==> src/verilog/pit_pkg.sv <==
`default_nettype none
package pit_pkg;

    // ------------------------------------------------------------
    // Widths
    // ------------------------------------------------------------
    localparam int unsigned ADDR_W  = 8;
    localparam int unsigned DATA_W  = 32;
    localparam int unsigned COUNT_W = 16;
    localparam int unsigned SCALE_W = 8;

    // ------------------------------------------------------------
    // Register byte offsets
    // ------------------------------------------------------------
    localparam logic [7:0] OFF_COUNT  = 8'h00;
    localparam logic [7:0] OFF_SCALE  = 8'h04;
    localparam logic [7:0] OFF_PERIOD = 8'h08;
    localparam logic [7:0] OFF_STATUS = 8'h0c;
    localparam logic [7:0] OFF_MASK   = 8'h10;
    localparam logic [7:0] OFF_CTRL   = 8'h14;
    localparam logic [7:0] OFF_VECTOR = 8'h18;

    // ------------------------------------------------------------
    // Field positions
    // ------------------------------------------------------------
    localparam int unsigned CTRL_RUN_BIT   = 0;
    localparam int unsigned STAT_ZERO_BIT  = 0;

    // ------------------------------------------------------------
    // Reset values and constants
    // ------------------------------------------------------------
    localparam logic [15:0] COUNT_RST  = 16'h0000;
    localparam logic [7:0]  SCALE_RST  = 8'h00;
    localparam logic [15:0] PERIOD_RST = 16'h0000;
    localparam logic        MASK_RST   = 1'h0;
    localparam logic        RUN_RST    = 1'h0;
    localparam logic [15:0] IRQ_VECTOR = 16'h0028;
    localparam logic [3:0]  IRQ_LEVEL  = 4'h0;

    // ------------------------------------------------------------
    // Carriers
    // ------------------------------------------------------------
    typedef struct packed {
        logic       run;
        logic [7:0] scale;
    } pit_presc_cfg_type;

endpackage
`default_nettype wire

==> src/verilog/pit_prescaler.sv <==
`timescale 1ns/1ps
`default_nettype none
module pit_prescaler (
    input  wire logic                       sys_clk,
    input  wire logic                       rst_n,
    input  wire pit_pkg::pit_presc_cfg_type cfg,
    output logic                            tick
);

    logic [7:0] cnt_q;
    logic [7:0] cnt_d;

    // ------------------------------------------------------------
    // One pulse per scale cycles, zero or one gives every cycle
    // ------------------------------------------------------------
    always_comb begin
        tick  = cfg.run && ((cfg.scale <= 8'h01) || (cnt_q >= cfg.scale - 8'h01));
        cnt_d = cnt_q;
        if (!cfg.run || tick) begin
            cnt_d = 8'h00;
        end else begin
            cnt_d = cnt_q + 8'h01;
        end
    end

    always_ff @(posedge sys_clk or negedge rst_n) begin
        if (!rst_n) begin
            cnt_q <= 8'h00;
        end else begin
            cnt_q <= cnt_d;
        end
    end

endmodule
`default_nettype wire

==> src/verilog/pit_timer.sv <==
// Notes on behaviour
// - Keep a 16-bit down-counter, software accessible, decremented per prescaled interval.
// - Cycles between decrements come from an 8-bit software scaling register.
// - Counter at zero raises the timer interrupt, giving a regular period.
// - On that zero event, reload the counter from the 16-bit period register.
// - Interrupt is lowest priority, vector 0028 hex, individually maskable.
//
// Chosen here: the address map and register access over APB.
`timescale 1ns/1ps
`default_nettype none
module pit_timer (
    input  wire logic        sys_clk,
    input  wire logic        rst_n,
    input  wire logic        psel,
    input  wire logic        penable,
    input  wire logic        pwrite,
    input  wire logic [7:0]  paddr,
    input  wire logic [31:0] pwdata,
    output logic [31:0]      prdata,
    output logic             pready,
    output logic             pslverr,
    output logic             irq,
    output logic [15:0]      irq_vector,
    output logic [3:0]       irq_level
);

    // ------------------------------------------------------------
    // State
    // ------------------------------------------------------------
    logic [15:0] count_q;
    logic [15:0] count_d;
    logic [7:0]  scale_q;
    logic [7:0]  scale_d;
    logic [15:0] period_q;
    logic [15:0] period_d;
    logic        status_q;
    logic        status_d;
    logic        mask_q;
    logic        mask_d;
    logic        run_q;
    logic        run_d;
    logic        irq_q;
    logic        irq_d;
    logic [31:0] prdata_q;
    logic [31:0] prdata_d;
    logic        pready_q;
    logic        pready_d;
    logic        pslverr_q;
    logic        pslverr_d;
    logic        tick;
    logic        zero_evt;
    logic        acc;
    logic        wr_acc;
    logic        mapped;
    pit_pkg::pit_presc_cfg_type presc_cfg;

    function automatic logic hit(input logic [7:0] addr, input logic [7:0] off);
        hit = (addr == off);
    endfunction

    // ------------------------------------------------------------
    // Prescaler
    // ------------------------------------------------------------
    assign presc_cfg.run   = run_q;
    assign presc_cfg.scale = scale_q;

    pit_prescaler u_presc (
        .sys_clk (sys_clk),
        .rst_n   (rst_n),
        .cfg     (presc_cfg),
        .tick    (tick)
    );

    // ------------------------------------------------------------
    // APB slave, one wait state
    // ------------------------------------------------------------
    assign acc    = psel && penable && pready_q;
    assign wr_acc = acc && pwrite;
    assign mapped = hit(paddr, pit_pkg::OFF_COUNT) || hit(paddr, pit_pkg::OFF_SCALE)
                 || hit(paddr, pit_pkg::OFF_PERIOD) || hit(paddr, pit_pkg::OFF_STATUS)
                 || hit(paddr, pit_pkg::OFF_MASK) || hit(paddr, pit_pkg::OFF_CTRL)
                 || hit(paddr, pit_pkg::OFF_VECTOR);

    always_comb begin
        pready_d  = psel && penable && !pready_q;
        pslverr_d = 1'b0;
        prdata_d  = 32'h0000_0000;
        if (pready_d) begin
            pslverr_d = !mapped;
            if (!pwrite) begin
                unique case (1'b1)
                    hit(paddr, pit_pkg::OFF_COUNT):  prdata_d = {16'h0000, count_q};
                    hit(paddr, pit_pkg::OFF_SCALE):  prdata_d = {24'h00_0000, scale_q};
                    hit(paddr, pit_pkg::OFF_PERIOD): prdata_d = {16'h0000, period_q};
                    hit(paddr, pit_pkg::OFF_STATUS): prdata_d = {31'h0000_0000, status_q};
                    hit(paddr, pit_pkg::OFF_MASK):   prdata_d = {31'h0000_0000, mask_q};
                    hit(paddr, pit_pkg::OFF_CTRL):   prdata_d = {31'h0000_0000, run_q};
                    hit(paddr, pit_pkg::OFF_VECTOR): prdata_d = {16'h0000, pit_pkg::IRQ_VECTOR};
                    default:                         prdata_d = 32'h0000_0000;
                endcase
            end
        end
    end

    always_ff @(posedge sys_clk or negedge rst_n) begin
        if (!rst_n) begin
            pready_q  <= 1'b0;
            pslverr_q <= 1'b0;
            prdata_q  <= 32'h0000_0000;
        end else begin
            pready_q  <= pready_d;
            pslverr_q <= pslverr_d;
            prdata_q  <= prdata_d;
        end
    end

    // ------------------------------------------------------------
    // Configuration registers
    // ------------------------------------------------------------
    always_comb begin
        scale_d  = scale_q;
        period_d = period_q;
        mask_d   = mask_q;
        run_d    = run_q;
        if (wr_acc && hit(paddr, pit_pkg::OFF_SCALE)) begin
            scale_d = pwdata[7:0];
        end
        if (wr_acc && hit(paddr, pit_pkg::OFF_PERIOD)) begin
            period_d = pwdata[15:0];
        end
        if (wr_acc && hit(paddr, pit_pkg::OFF_MASK)) begin
            mask_d = pwdata[pit_pkg::STAT_ZERO_BIT];
        end
        if (wr_acc && hit(paddr, pit_pkg::OFF_CTRL)) begin
            run_d = pwdata[pit_pkg::CTRL_RUN_BIT];
        end
    end

    always_ff @(posedge sys_clk or negedge rst_n) begin
        if (!rst_n) begin
            scale_q  <= pit_pkg::SCALE_RST;
            period_q <= pit_pkg::PERIOD_RST;
            mask_q   <= pit_pkg::MASK_RST;
            run_q    <= pit_pkg::RUN_RST;
        end else begin
            scale_q  <= scale_d;
            period_q <= period_d;
            mask_q   <= mask_d;
            run_q    <= run_d;
        end
    end

    // ------------------------------------------------------------
    // Down-counter, zero event and interrupt
    // ------------------------------------------------------------
    assign zero_evt = tick && (count_q == 16'h0000);

    always_comb begin
        count_d = count_q;
        if (wr_acc && hit(paddr, pit_pkg::OFF_COUNT)) begin
            count_d = pwdata[15:0];
        end else if (zero_evt) begin
            count_d = period_q;
        end else if (tick) begin
            count_d = count_q - 16'h0001;
        end
        status_d = status_q;
        if (wr_acc && hit(paddr, pit_pkg::OFF_STATUS) && pwdata[pit_pkg::STAT_ZERO_BIT]) begin
            status_d = 1'b0;
        end
        if (zero_evt) begin
            status_d = 1'b1;
        end
        irq_d = status_q && mask_q;
    end

    always_ff @(posedge sys_clk or negedge rst_n) begin
        if (!rst_n) begin
            count_q  <= pit_pkg::COUNT_RST;
            status_q <= 1'b0;
            irq_q    <= 1'b0;
        end else begin
            count_q  <= count_d;
            status_q <= status_d;
            irq_q    <= irq_d;
        end
    end

    assign prdata     = prdata_q;
    assign pready     = pready_q;
    assign pslverr    = pslverr_q;
    assign irq        = irq_q;
    assign irq_vector = pit_pkg::IRQ_VECTOR;
    assign irq_level  = pit_pkg::IRQ_LEVEL;

    logic cnt_wr;
    assign cnt_wr = wr_acc && hit(paddr, pit_pkg::OFF_COUNT);
endmodule
`default_nettype wire

==> config.mk <==
export PLATFORM = sky130hd
export DESIGN_NAME = pit_timer
export DESIGN_NICKNAME = d
export VERILOG_FILES = /design/src/verilog/pit_pkg.sv /design/src/verilog/pit_prescaler.sv /design/src/verilog/pit_timer.sv
export SDC_FILE = /design/constraint.sdc
export NUM_CORES = 1
export LEC_CHECK = 0
export BUFFER_PORTS_ARGS = -buffer_cell sky130_fd_sc_hd__buf_4
export CORE_ASPECT_RATIO = 1.1
export CORE_UTILIZATION = 40
export DETAILED_ROUTE_END_ITERATION = 8
export REMOVE_ABC_BUFFERS = 1
export SLEW_MARGIN = 20
export SYNTH_ARGS = -nofsm -noshare
export SYNTH_HDL_FRONTEND = slang
export SYNTH_SLANG_ARGS = --single-unit
==> constraint.sdc <==
create_clock -name sys_clk -period 3.8 [get_ports sys_clk]
set_input_delay 0 -clock sys_clk [delete_from_list [all_inputs] [get_ports sys_clk]]
set_output_delay 0 -clock sys_clk [all_outputs]
set_load 0.01 [all_outputs]
==> results of run 1 <==
## final cells by class
cell class	instances	share of cell area (%)
Sequential cell	70	37.3
Timing Repair Buffer	71	12.4
Inverter	10	0.799
Tap cell	117	3.12
Clock inverter	4	0.959
Multi-Input combinational cell	315	42.1
Clock buffer	12	3.30
## cells by family after synthesis
family	count (synthesis)	share of synthesized area [%]
and+or+nand+nor	146	18.3
buffers and inverters	59	9.41
xor gates and xnor gates	18	3.96
AOI/OAI and AO/OA	75	12.6
adders and majority gates	12	3.77
muxes	28	7.71
DFF	70	44.0
other	2	0.189
## power breakdown
group          internal [mW]  leakage [nW]  total, mW  switching, mW
clock                  0.336         0.106      0.617          0.281
combinational         0.0426          1.17      0.102         0.0595
sequential             0.747         0.888      0.750        0.00291
## sequential cells by signal, indices dropped and copies added, names as in the netlist, 8 cells and up
signal         flops
period_q          16
u_presc.cnt_q      8
count_q           16
prdata            16
scale_q            8
## worst max-delay path: stages (launching register included)
cell and delay [ns]:
dfrtp_1 0.43, inv_1 0.13, ha_1 0.21, inv_1 0.07, or3_1 0.39, xor2_1 0.15
ha_1 0.18, a211oi_1 0.24, nor2_1 0.07, or3_2 0.46, nor2_2 0.47, nand2_1 0.29
nor2_1 0.15
## stage by stage
step / hold slack (ns) / power, mW / util [%] / cells / setup slack [ns]
5_1_grt: 0.131 / 1.53 / 49.5 / 599 / 0.203
4_1_cts: 0.0926 / 1.49 / 49.5 / 599 / 0.435
2_1_floorplan: -0.296 / 0.797 / - / 395 / 0.606
3_3_place_gp: 0.191 / 0.850 / 45.3 / 563 / 0.560
3_5_place_dp: 0.189 / 0.851 / 45.3 / 563 / 0.486
6_report: 0.104 / 1.47 / 49.5 / 599 / 0.488
## cell usage in the layout, fill, tap and decap left out, types with 11 or more instances in the layout
master / synthesis / final
nor2_1: 61 / 61
dfrtp_1: 70 / 70
buf_4: 36 / 51
nand2_1: 26 / 26
o21ai_0: 13 / 13
a21oi_1: 11 / 11
mux2_2: 21 / 21
a31oi_1: 15 / 15
ha_1: 12 / 12
clkbuf_8: 0 / 11
dlygate4sd3_1: 0 / 20
conb_1: 2 / 36
## routing by layer
layer / global-route usage [%] / up-vias
li1: - / 1511
met1: 22.7 / 1536
met2: 33.7 / 75
met3: 3.59 / 11
met4: 7.36 / 0
met5: 0 / -
## timing repair
item / 4_1_cts / 5_1_grt
hold buffers: 20 / 0
gates resized for setup: 0 / 0
hold endpoints to repair: 110 / 0
## how the worst min path moves through the flow
stage,end,cells after the start
6_report,pslverr$_DFF_PN0_,3
5_1_grt,pslverr$_DFF_PN0_,3
4_1_cts,pslverr$_DFF_PN0_,3
3_5_place_dp,run_q$_DFFE_PN0P_,1
3_3_place_gp,irq$_DFF_PN0_,1
2_1_floorplan,count_q[0]$_DFFE_PN0P_,0
==> impl_metrics.env, run 1 <==
export IMPL_status="finished, final reports clean"
export IMPL_setup_viol=0
export IMPL_synth_common_cells="dfrtp_1, nor2_1, buf_4, nand2_1, mux2_2"
export IMPL_initialDrtViolationCount=136
export IMPL_gp_congestion=0.796
export IMPL_insertion_delay_ns=0.35
export IMPL_ys_flop_type="dfrtp_1"
export IMPL_cts_tree="yes"
export IMPL_final_max_slew_viol_count=0
export IMPL_hp_start="paddr[4]"
export IMPL_fp_dieW_um=97.1
export IMPL_post_cts_repair_setup_buffers=0
export IMPL_critPathKind="flip-flop to flip-flop"
export IMPL_antenna_found_initial=0
export IMPL_synthArstFlopShare_pct=100
export IMPL_synthTopCellsByArea="dfrtp_1, buf_4, mux2_2"
export IMPL_synth_avg_cell_area_um2=9.70
export IMPL_num_vias=3133
export IMPL_synth_cells=410
export IMPL_cts_root_buffer="clkbuf_8"
export IMPL_wl_met2_um=4890
export IMPL_clkTransAtPathRegs_ns=0.07
export IMPL_routed_wl_um=9270
export IMPL_syn_area_um2=3980
export IMPL_drt_met1_wl_um=3860
export IMPL_drtAntennaViolNets=0
export IMPL_ios=100
export IMPL_final_hold_viol_count=0
export IMPL_cp_start_kind="flip-flop"
export IMPL_worstMarginPinSlew_ns=0.899
export IMPL_drive_above_1_share_pct=20.5
export IMPL_clock_sinks=70
export IMPL_ys_warn_count=0
export IMPL_wl_per_cell_um=15.5
export IMPL_p_leak_nw=2.16
export IMPL_synth_top_area_cell="dfrtp_1"
export IMPL_drc=0
export IMPL_placed_cell_area_um2=4300
export IMPL_endpoint_kind="flip-flop"
export IMPL_synth_seq_cells=70
export IMPL_r2r_start="scale_q[0]$_DFFE_PN0P_"
export IMPL_worstHoldPathType="input pin to flip-flop"
export IMPL_tns_ns=0
export IMPL_core_um2=9490
export IMPL_finalCritPeriodShare_pct=87.2
export IMPL_worst_r2r_setup_slack_ns=0.49
export IMPL_post_route_cell_area_um2=4700
export IMPL_powerDensity_nw_per_um2=313
export IMPL_ir_drop_uv=148
export IMPL_ys_types=57
export IMPL_grt_use_total_pct=19.0
export IMPL_rsz0062_at_grt="false"
export IMPL_maxCapViolCount=0
export IMPL_wl_met3_um=392
export IMPL_cp_max_fo=12
export IMPL_startpoint="scale_q[0]$_DFFE_PN0P_"
export IMPL_r2r_end="u_presc.cnt_q[2]$_DFF_PN0_"
export IMPL_dieArea_um2=10300
export IMPL_antenna_cells=0
export IMPL_start_util_pct=41.9
export IMPL_dr_pass1_iters=4
export IMPL_critPathArrivalTime_ns=3.59
export IMPL_rows=37
export IMPL_ys_seq_area_share_pct=44.0
export IMPL_cts_buffer_depth=2
export IMPL_fmaxAchievable_ghz=0.302
export IMPL_grt_pass1_vias=3217
export IMPL_n_fill_cell=906
export IMPL_period_minus_slack_ns=3.31
export IMPL_portBuffers=47
export IMPL_drt_vias_per_instance=5.23
export IMPL_max_slew_margin_pct=40.0
export IMPL_routed_top_layer="met4"
export IMPL_dp_hpwl_um=6360
export IMPL_nets=534
export IMPL_ff_latch_area_um2=1750
export IMPL_grt_max_degree=71
export IMPL_cts_htree_levels=3
export IMPL_reg2regPathDepth=12
export IMPL_cts_buffers=9
export IMPL_overflow=0
export IMPL_chipHeight_um=107
export IMPL_cp_required_ns=4.07
export IMPL_multi_input_area_um2=1980
export IMPL_synth_most_common_cell="dfrtp_1"
export IMPL_syn_to_final_growth_pct=18.1
export IMPL_synth_edf_count=0
export IMPL_grt_pass1_wl_um=15600
export IMPL_critPathCapture="u_presc.cnt_q[2]$_DFF_PN0_"
export IMPL_yosysTopAreaCellShare_pct=44.0
export IMPL_fin_skew_ns=0.00917
(Power assumes the default switching activity.)
==> inputs of run 2 (changes only) <==
- BUFFER_PORTS_ARGS: -buffer_cell sky130_fd_sc_hd__buf_4 -> -buffer_cell sky130_fd_sc_hd__buf_2
==> run 2 against run 1 <==
  * Final area down 3.1%
  * Clock power down 11%
  * Clock skew down 0.0021 ns
  * Combinational power down 9.5%
  * Largest cell class unchanged
  * Die area unchanged
==> impl_metrics.env, run 2 (same netlist as run 1, synthesis figures left out) <==
export IMPL_status="finished, final reports clean"
export IMPL_portBuffers=47
export IMPL_cts_buffers=9
export IMPL_final_hold_viol_count=0
export IMPL_fin_skew_ns=0.00706
export IMPL_start_util_pct=41.9
export IMPL_nets=534
export IMPL_clkTransAtPathRegs_ns=0.08
export IMPL_powerDensity_nw_per_um2=305
export IMPL_initialDrtViolationCount=143
export IMPL_cp_required_ns=4.09
export IMPL_final_max_slew_viol_count=0
export IMPL_switching_power_mw=0.372
export IMPL_swShare_pct=26.8
export IMPL_grt_pass1_vias=3252
export IMPL_maxCapViolCount=0
export IMPL_setup_viol=0
export IMPL_cp_max_fo=12
export IMPL_insertion_delay_ns=0.36
export IMPL_cts_tree="yes"
export IMPL_rsz0062_at_grt="false"
export IMPL_dr_pass1_iters=4
export IMPL_rows=37
export IMPL_chipHeight_um=107
export IMPL_cp_start_kind="flip-flop"
export IMPL_cts_buffer_depth=2
export IMPL_num_vias=3139
export IMPL_fmaxAchievable_ghz=0.304
export IMPL_n_fill_cell=883
export IMPL_power_mw=1.39
export IMPL_post_place_cells=564
export IMPL_drtAntennaViolNets=0
export IMPL_cts_resized_gates=0
export IMPL_p_leak_nw=2.12
export IMPL_max_slew_margin_pct=39.3
export IMPL_antenna_cells=0
export IMPL_final_common_cell="dfrtp_1"
export IMPL_worstHoldPathType="input pin to flip-flop"
export IMPL_cell_internal_pwr_mw=1.02
export IMPL_cts_root_buffer="clkbuf_8"
export IMPL_drc=0
export IMPL_grt_use_total_pct=19.2
export IMPL_dp_hpwl_um=6530
export IMPL_drive_above_1_share_pct=21.0
export IMPL_critPathKind="flip-flop to flip-flop"
export IMPL_period_minus_slack_ns=3.29
export IMPL_tns_ns=0
export IMPL_combPwrFrac_pct=6.6
export IMPL_syn_to_final_growth_pct=14.4
export IMPL_finalCritPeriodShare_pct=86.5
export IMPL_grt_max_degree=41
export IMPL_routed_wl_um=9290
export IMPL_p_seq_share_pct=53.9
export IMPL_ir_drop_uv=164
export IMPL_cts_htree_levels=3
export IMPL_antenna_found_initial=0
export IMPL_wl_per_cell_um=15.5
export IMPL_endpoint_kind="flip-flop"
export IMPL_overflow=0
export IMPL_drt_vias_per_instance=5.24
export IMPL_final_cell_mix="dfrtp_1, nor2_1, buf_2"
export IMPL_post_cts_repair_setup_buffers=0
export IMPL_worstMarginPinSlew_ns=0.910
export IMPL_dieArea_um2=10300
export IMPL_worst_r2r_setup_slack_ns=0.51
export IMPL_multi_input_area_um2=1980
export IMPL_clockPowerShare_pct=39.4
export IMPL_clock_sinks=70
export IMPL_ios=100
export IMPL_fp_dieW_um=97.1
export IMPL_gp_congestion=0.786
export IMPL_postCtsHoldBufs=19
export IMPL_grt_pass1_wl_um=15700
export IMPL_ff_latch_area_um2=1750
export IMPL_critPathArrivalTime_ns=3.58
export IMPL_core_um2=9490
export IMPL_final_cells=599
[run 2: layout make-up]
class | count | area share [%]
clock buffer | 9 | 2.72
multi-input combinational | 315 | 43.5
sequential | 70 | 38.5
timing repair buffer | 71 | 10.2
inverter | 10 | 0.825
tap | 117 | 3.22
clock inverter | 7 | 1.10
[run 2: power by group through the flow]
stage	Combinational (mW)	Clock, mW	Sequential, mW
after detailed placement	0.0787	0	0.765
final	0.0923	0.548	0.750
after global placement	0.0779	0	0.765
after floorplan	0.0320	0	0.765
after global routing	0.104	0.600	0.750
after CTS	0.0937	0.563	0.750
[run 2: through the flow]
| step | utilization [%] | worst slack [ns] | instance area [um2] | hold slack (ns) |
|---|---|---|---|---|
| 4_1_cts | 48.0 | 0.464 | 4550 | 0.0297 |
| 5_1_grt | 48.0 | 0.275 | 4550 | 0.0804 |
| 2_1_floorplan | - | 0.606 | 3770 | -0.296 |
| 6_report | 48.0 | 0.512 | 4550 | 0.0396 |
| 3_5_place_dp | 44.1 | 0.506 | 4190 | 0.194 |
| 3_3_place_gp | 44.1 | 0.567 | 4190 | 0.193 |
[run 2: final timing paths]
kind                                        startpoint                         end  cells after the start
worst min register to register        pready$_DFF_PN0_            pready$_DFF_PN0_                      1
worst max register to register  scale_q[5]$_DFFE_PN0P_  u_presc.cnt_q[3]$_DFF_PN0_                     10
worst max-delay path            scale_q[5]$_DFFE_PN0P_  u_presc.cnt_q[3]$_DFF_PN0_                     10
max in group asynchronous                        rst_n         prdata[1]$_DFF_PN0_                      3
min in group asynchronous                        rst_n           pslverr$_DFF_PN0_                      2
worst min-delay path                          paddr[2]           run_q$_DFFE_PN0P_                      3
[run 2: routing by layer]
| metal | wire length, um | vias up | share of wire, % | global-route usage (%) |
|---|---|---|---|---|
| li1 | - | 1512 | - | - |
| met1 | 4040 | 1559 | 43 | 22.8 |
| met2 | 4880 | 56 | 53 | 34.8 |
| met3 | 243 | 12 | 2.6 | 3.26 |
| met4 | 131 | 0 | 1.4 | 7.36 |
| met5 | 0 | - | 0 | 0 |
[run 2: worst max-delay path, stage by stage, from the launching register on]
cell     delay [ns]
dfrtp_1        0.44
or4_4          0.57
nor4_1         0.28
xnor2_1        0.17
ha_1           0.26
o21ai_0        0.09
nor2_1         0.06
or3_2          0.46
nor2_2         0.45
nand2_1        0.28
nor2_1         0.16
==> inputs of run 3 (changes only) <==
- CORE_ASPECT_RATIO: 1.1 -> 2
==> run 3 against run 2 <==
  * Critical path depth rose by 2
  * Global-route usage rose by 1.2 points
  * Wire length rose by 3.5%
  * Flip-flop and latch count did not move
  * Total power rose by 27%
  * Die area rose by 0.23%
  * Clock skew rose by 0.00098 ns
  * Worst setup slack got worse by 0.060 ns
  * Critical path type unchanged
  * Critical endpoint is now u_presc.cnt_q[6]$_DFF_PN0_
  * Largest power group is now clock
  * Highest routed layer unchanged
==> impl_metrics.env, run 3 (same netlist as run 1, synthesis figures left out) <==
export IMPL_critPathArrivalTime_ns=3.61
export IMPL_fmaxAchievable_ghz=0.299
export IMPL_grt_max_degree=40
export IMPL_critPathKind="flip-flop to flip-flop"
export IMPL_drtAntennaViolNets=0
export IMPL_nets=534
export IMPL_fin_skew_ns=0.00804
export IMPL_powerDensity_nw_per_um2=375
export IMPL_drt_vias_per_instance=5.12
export IMPL_ir_drop_uv=236
export IMPL_cts_buffer_depth=2
export IMPL_slowest_stage="nor2_2"
export IMPL_grt_busiest_layer="met2"
export IMPL_r2r_start="scale_q[0]$_DFFE_PN0P_"
export IMPL_num_vias=3146
export IMPL_syn_to_final_growth_pct=18.9
export IMPL_drc=0
export IMPL_reg2regPathDepth=12
export IMPL_period_minus_slack_ns=3.35
export IMPL_p_leak_nw=2.20
export IMPL_start_util_pct=41.0
export IMPL_final_max_slew_viol_count=0
export IMPL_cts_tree="yes"
export IMPL_endpoint_kind="flip-flop"
export IMPL_antenna_cells=0
export IMPL_clock_sinks=70
export IMPL_drive_above_1_share_pct=21.0
export IMPL_dieArea_um2=10400
export IMPL_cts_htree_levels=3
export IMPL_fp_dieW_um=72.5
export IMPL_met2_usage_pct=38.9
export IMPL_insertion_delay_ns=0.34
export IMPL_cts_root_buffer="clkbuf_16"
export IMPL_grt_pass1_wl_um=15800
export IMPL_maxCapViolCount=0
export IMPL_ios=100
export IMPL_hold_slack_ns=0.0796
export IMPL_routed_wl_um=9610
export IMPL_clkTransAtPathRegs_ns=0.06
export IMPL_final_hold_viol_count=0
export IMPL_worstHoldPathType="input pin to flip-flop"
export IMPL_status="finished, final reports clean"
export IMPL_grt_met1_usage_pct=20.9
export IMPL_finalCritPeriodShare_pct=88.1
export IMPL_use_met3_pct=3.74
export IMPL_final_cell_mix="dfrtp_1, nor2_1, buf_2"
export IMPL_max_stage_delay_ns=0.47
export IMPL_power_mw=1.77
export IMPL_dr_pass1_iters=4
export IMPL_final_common_cell="dfrtp_1"
export IMPL_setup_viol=0
export IMPL_hp_start="paddr[2]"
export IMPL_cts_buffers=9
export IMPL_cts_resized_gates=0
export IMPL_whs_endpoint="run_q$_DFFE_PN0P_"
export IMPL_overflow=0
export IMPL_cp_cell_sequence="inv_1, ha_1, inv_1, or3_1, xor2_1, ha_1, a211oi_1, nor2_1, or3_2, nor2_2, nand2_1, nor2_1"
export IMPL_cp_max_fo=12
export IMPL_cp_required_ns=4.06
export IMPL_worst_r2r_setup_slack_ns=0.45
export IMPL_antenna_found_initial=0
export IMPL_rsz0062_at_grt="false"
export IMPL_max_slew_margin_pct=45.4
export IMPL_worstMarginPinSlew_ns=0.819
export IMPL_gp_congestion=0.831
export IMPL_chipHeight_um=143
export IMPL_postLayoutCoreUtil_pct=48.8
export IMPL_r2r_end="u_presc.cnt_q[6]$_DFF_PN0_"
export IMPL_portBuffers=47
export IMPL_hold_depth=3
export IMPL_dp_hpwl_um=7000
export IMPL_core_um2=9700
export IMPL_tns_ns=0
export IMPL_initialDrtViolationCount=137
export IMPL_grt_use_total_pct=20.4
export IMPL_rows=51
export IMPL_wl_per_cell_um=15.7
export IMPL_cp_start_kind="flip-flop"
export IMPL_grt_pass1_vias=3198
run 3: changes by cell type in the layout (fill, tap and decap cells not counted):
cell        change
inv_6           -1
clkbuf_16       +9
clkinvlp_4      -2
bufinv_16       +2
clkbuf_8        -7
clkinv_2        -1
run 3: report_power, final:
group | internal (mW) | total, mW | switching [mW]
Clock | 0.610 | 0.928 | 0.318
Sequential | 0.749 | 0.752 | 0.00282
Combinational | 0.0337 | 0.0927 | 0.0590
Total | 1.39 | 1.77 | 0.380
run 3: worst max path at each step:
| stage | start | endpoint | slack [ns] | cells after the start |
|---|---|---|---|---|
| floorplan | scale_q[0]$_DFFE_PN0P_ | count_q[6]$_DFFE_PN0P_ | 0.61 | 12 |
| finish | scale_q[0]$_DFFE_PN0P_ | u_presc.cnt_q[6]$_DFF_PN0_ | 0.45 | 12 |
| detailed placement | scale_q[0]$_DFFE_PN0P_ | u_presc.cnt_q[6]$_DFF_PN0_ | 0.46 | 12 |
| global placement | scale_q[0]$_DFFE_PN0P_ | u_presc.cnt_q[7]$_DFF_PN0_ | 0.52 | 12 |
| global route | scale_q[0]$_DFFE_PN0P_ | u_presc.cnt_q[5]$_DFF_PN0_ | 0.16 | 12 |
| CTS | scale_q[0]$_DFFE_PN0P_ | u_presc.cnt_q[6]$_DFF_PN0_ | 0.43 | 12 |
run 3: metal layers:
metal  vias to the layer above  share of wire, %
met5                         -                 0
met4                         0               2.7
met3                        18               3.3
met2                        83                58
met1                      1532                36
li1                       1513                 -
run 3: critical path: cells and delay by family (launching register included):
| family | cells | cell delay, ns |
|---|---|---|
| AO/OA/AOI/OAI | 1 | 0.23 |
| flip-flops | 1 | 0.43 |
| adder cells (fa/ha/maj) | 2 | 0.40 |
| buffers and inverters | 2 | 0.19 |
| XOR/XNOR | 1 | 0.15 |
| AND/OR/NAND/NOR | 6 | 1.86 |
run 3: layout make-up:
| cell class | count | area [um2] |
|---|---|---|
| fill | 970 | 4970 |
| multi-input combinational | 315 | 1980 |
| sequential | 70 | 1750 |
| timing repair buffer | 71 | 463 |
| clock buffer | 11 | 253 |
| tap | 132 | 165 |
| clock inverter | 5 | 81.3 |
| inverter | 10 | 37.5 |
run 3: through the flow:
stage                     area, um2  worst slack, ns  std cells
after global placement         4210            0.518        579
final                          4730            0.452        614
after floorplan                3770            0.606        395
after CTS                      4730            0.433        614
after global routing           4730            0.156        614
after detailed placement       4210            0.459        579
run 3: what timing repair did:
| item | 4_1_cts | 5_1_grt |
|---|---|---|
| hold endpoints to repair | 69 | 0 |
| hold buffers | 19 | 0 |
| buffers inserted | 0 | 0 |
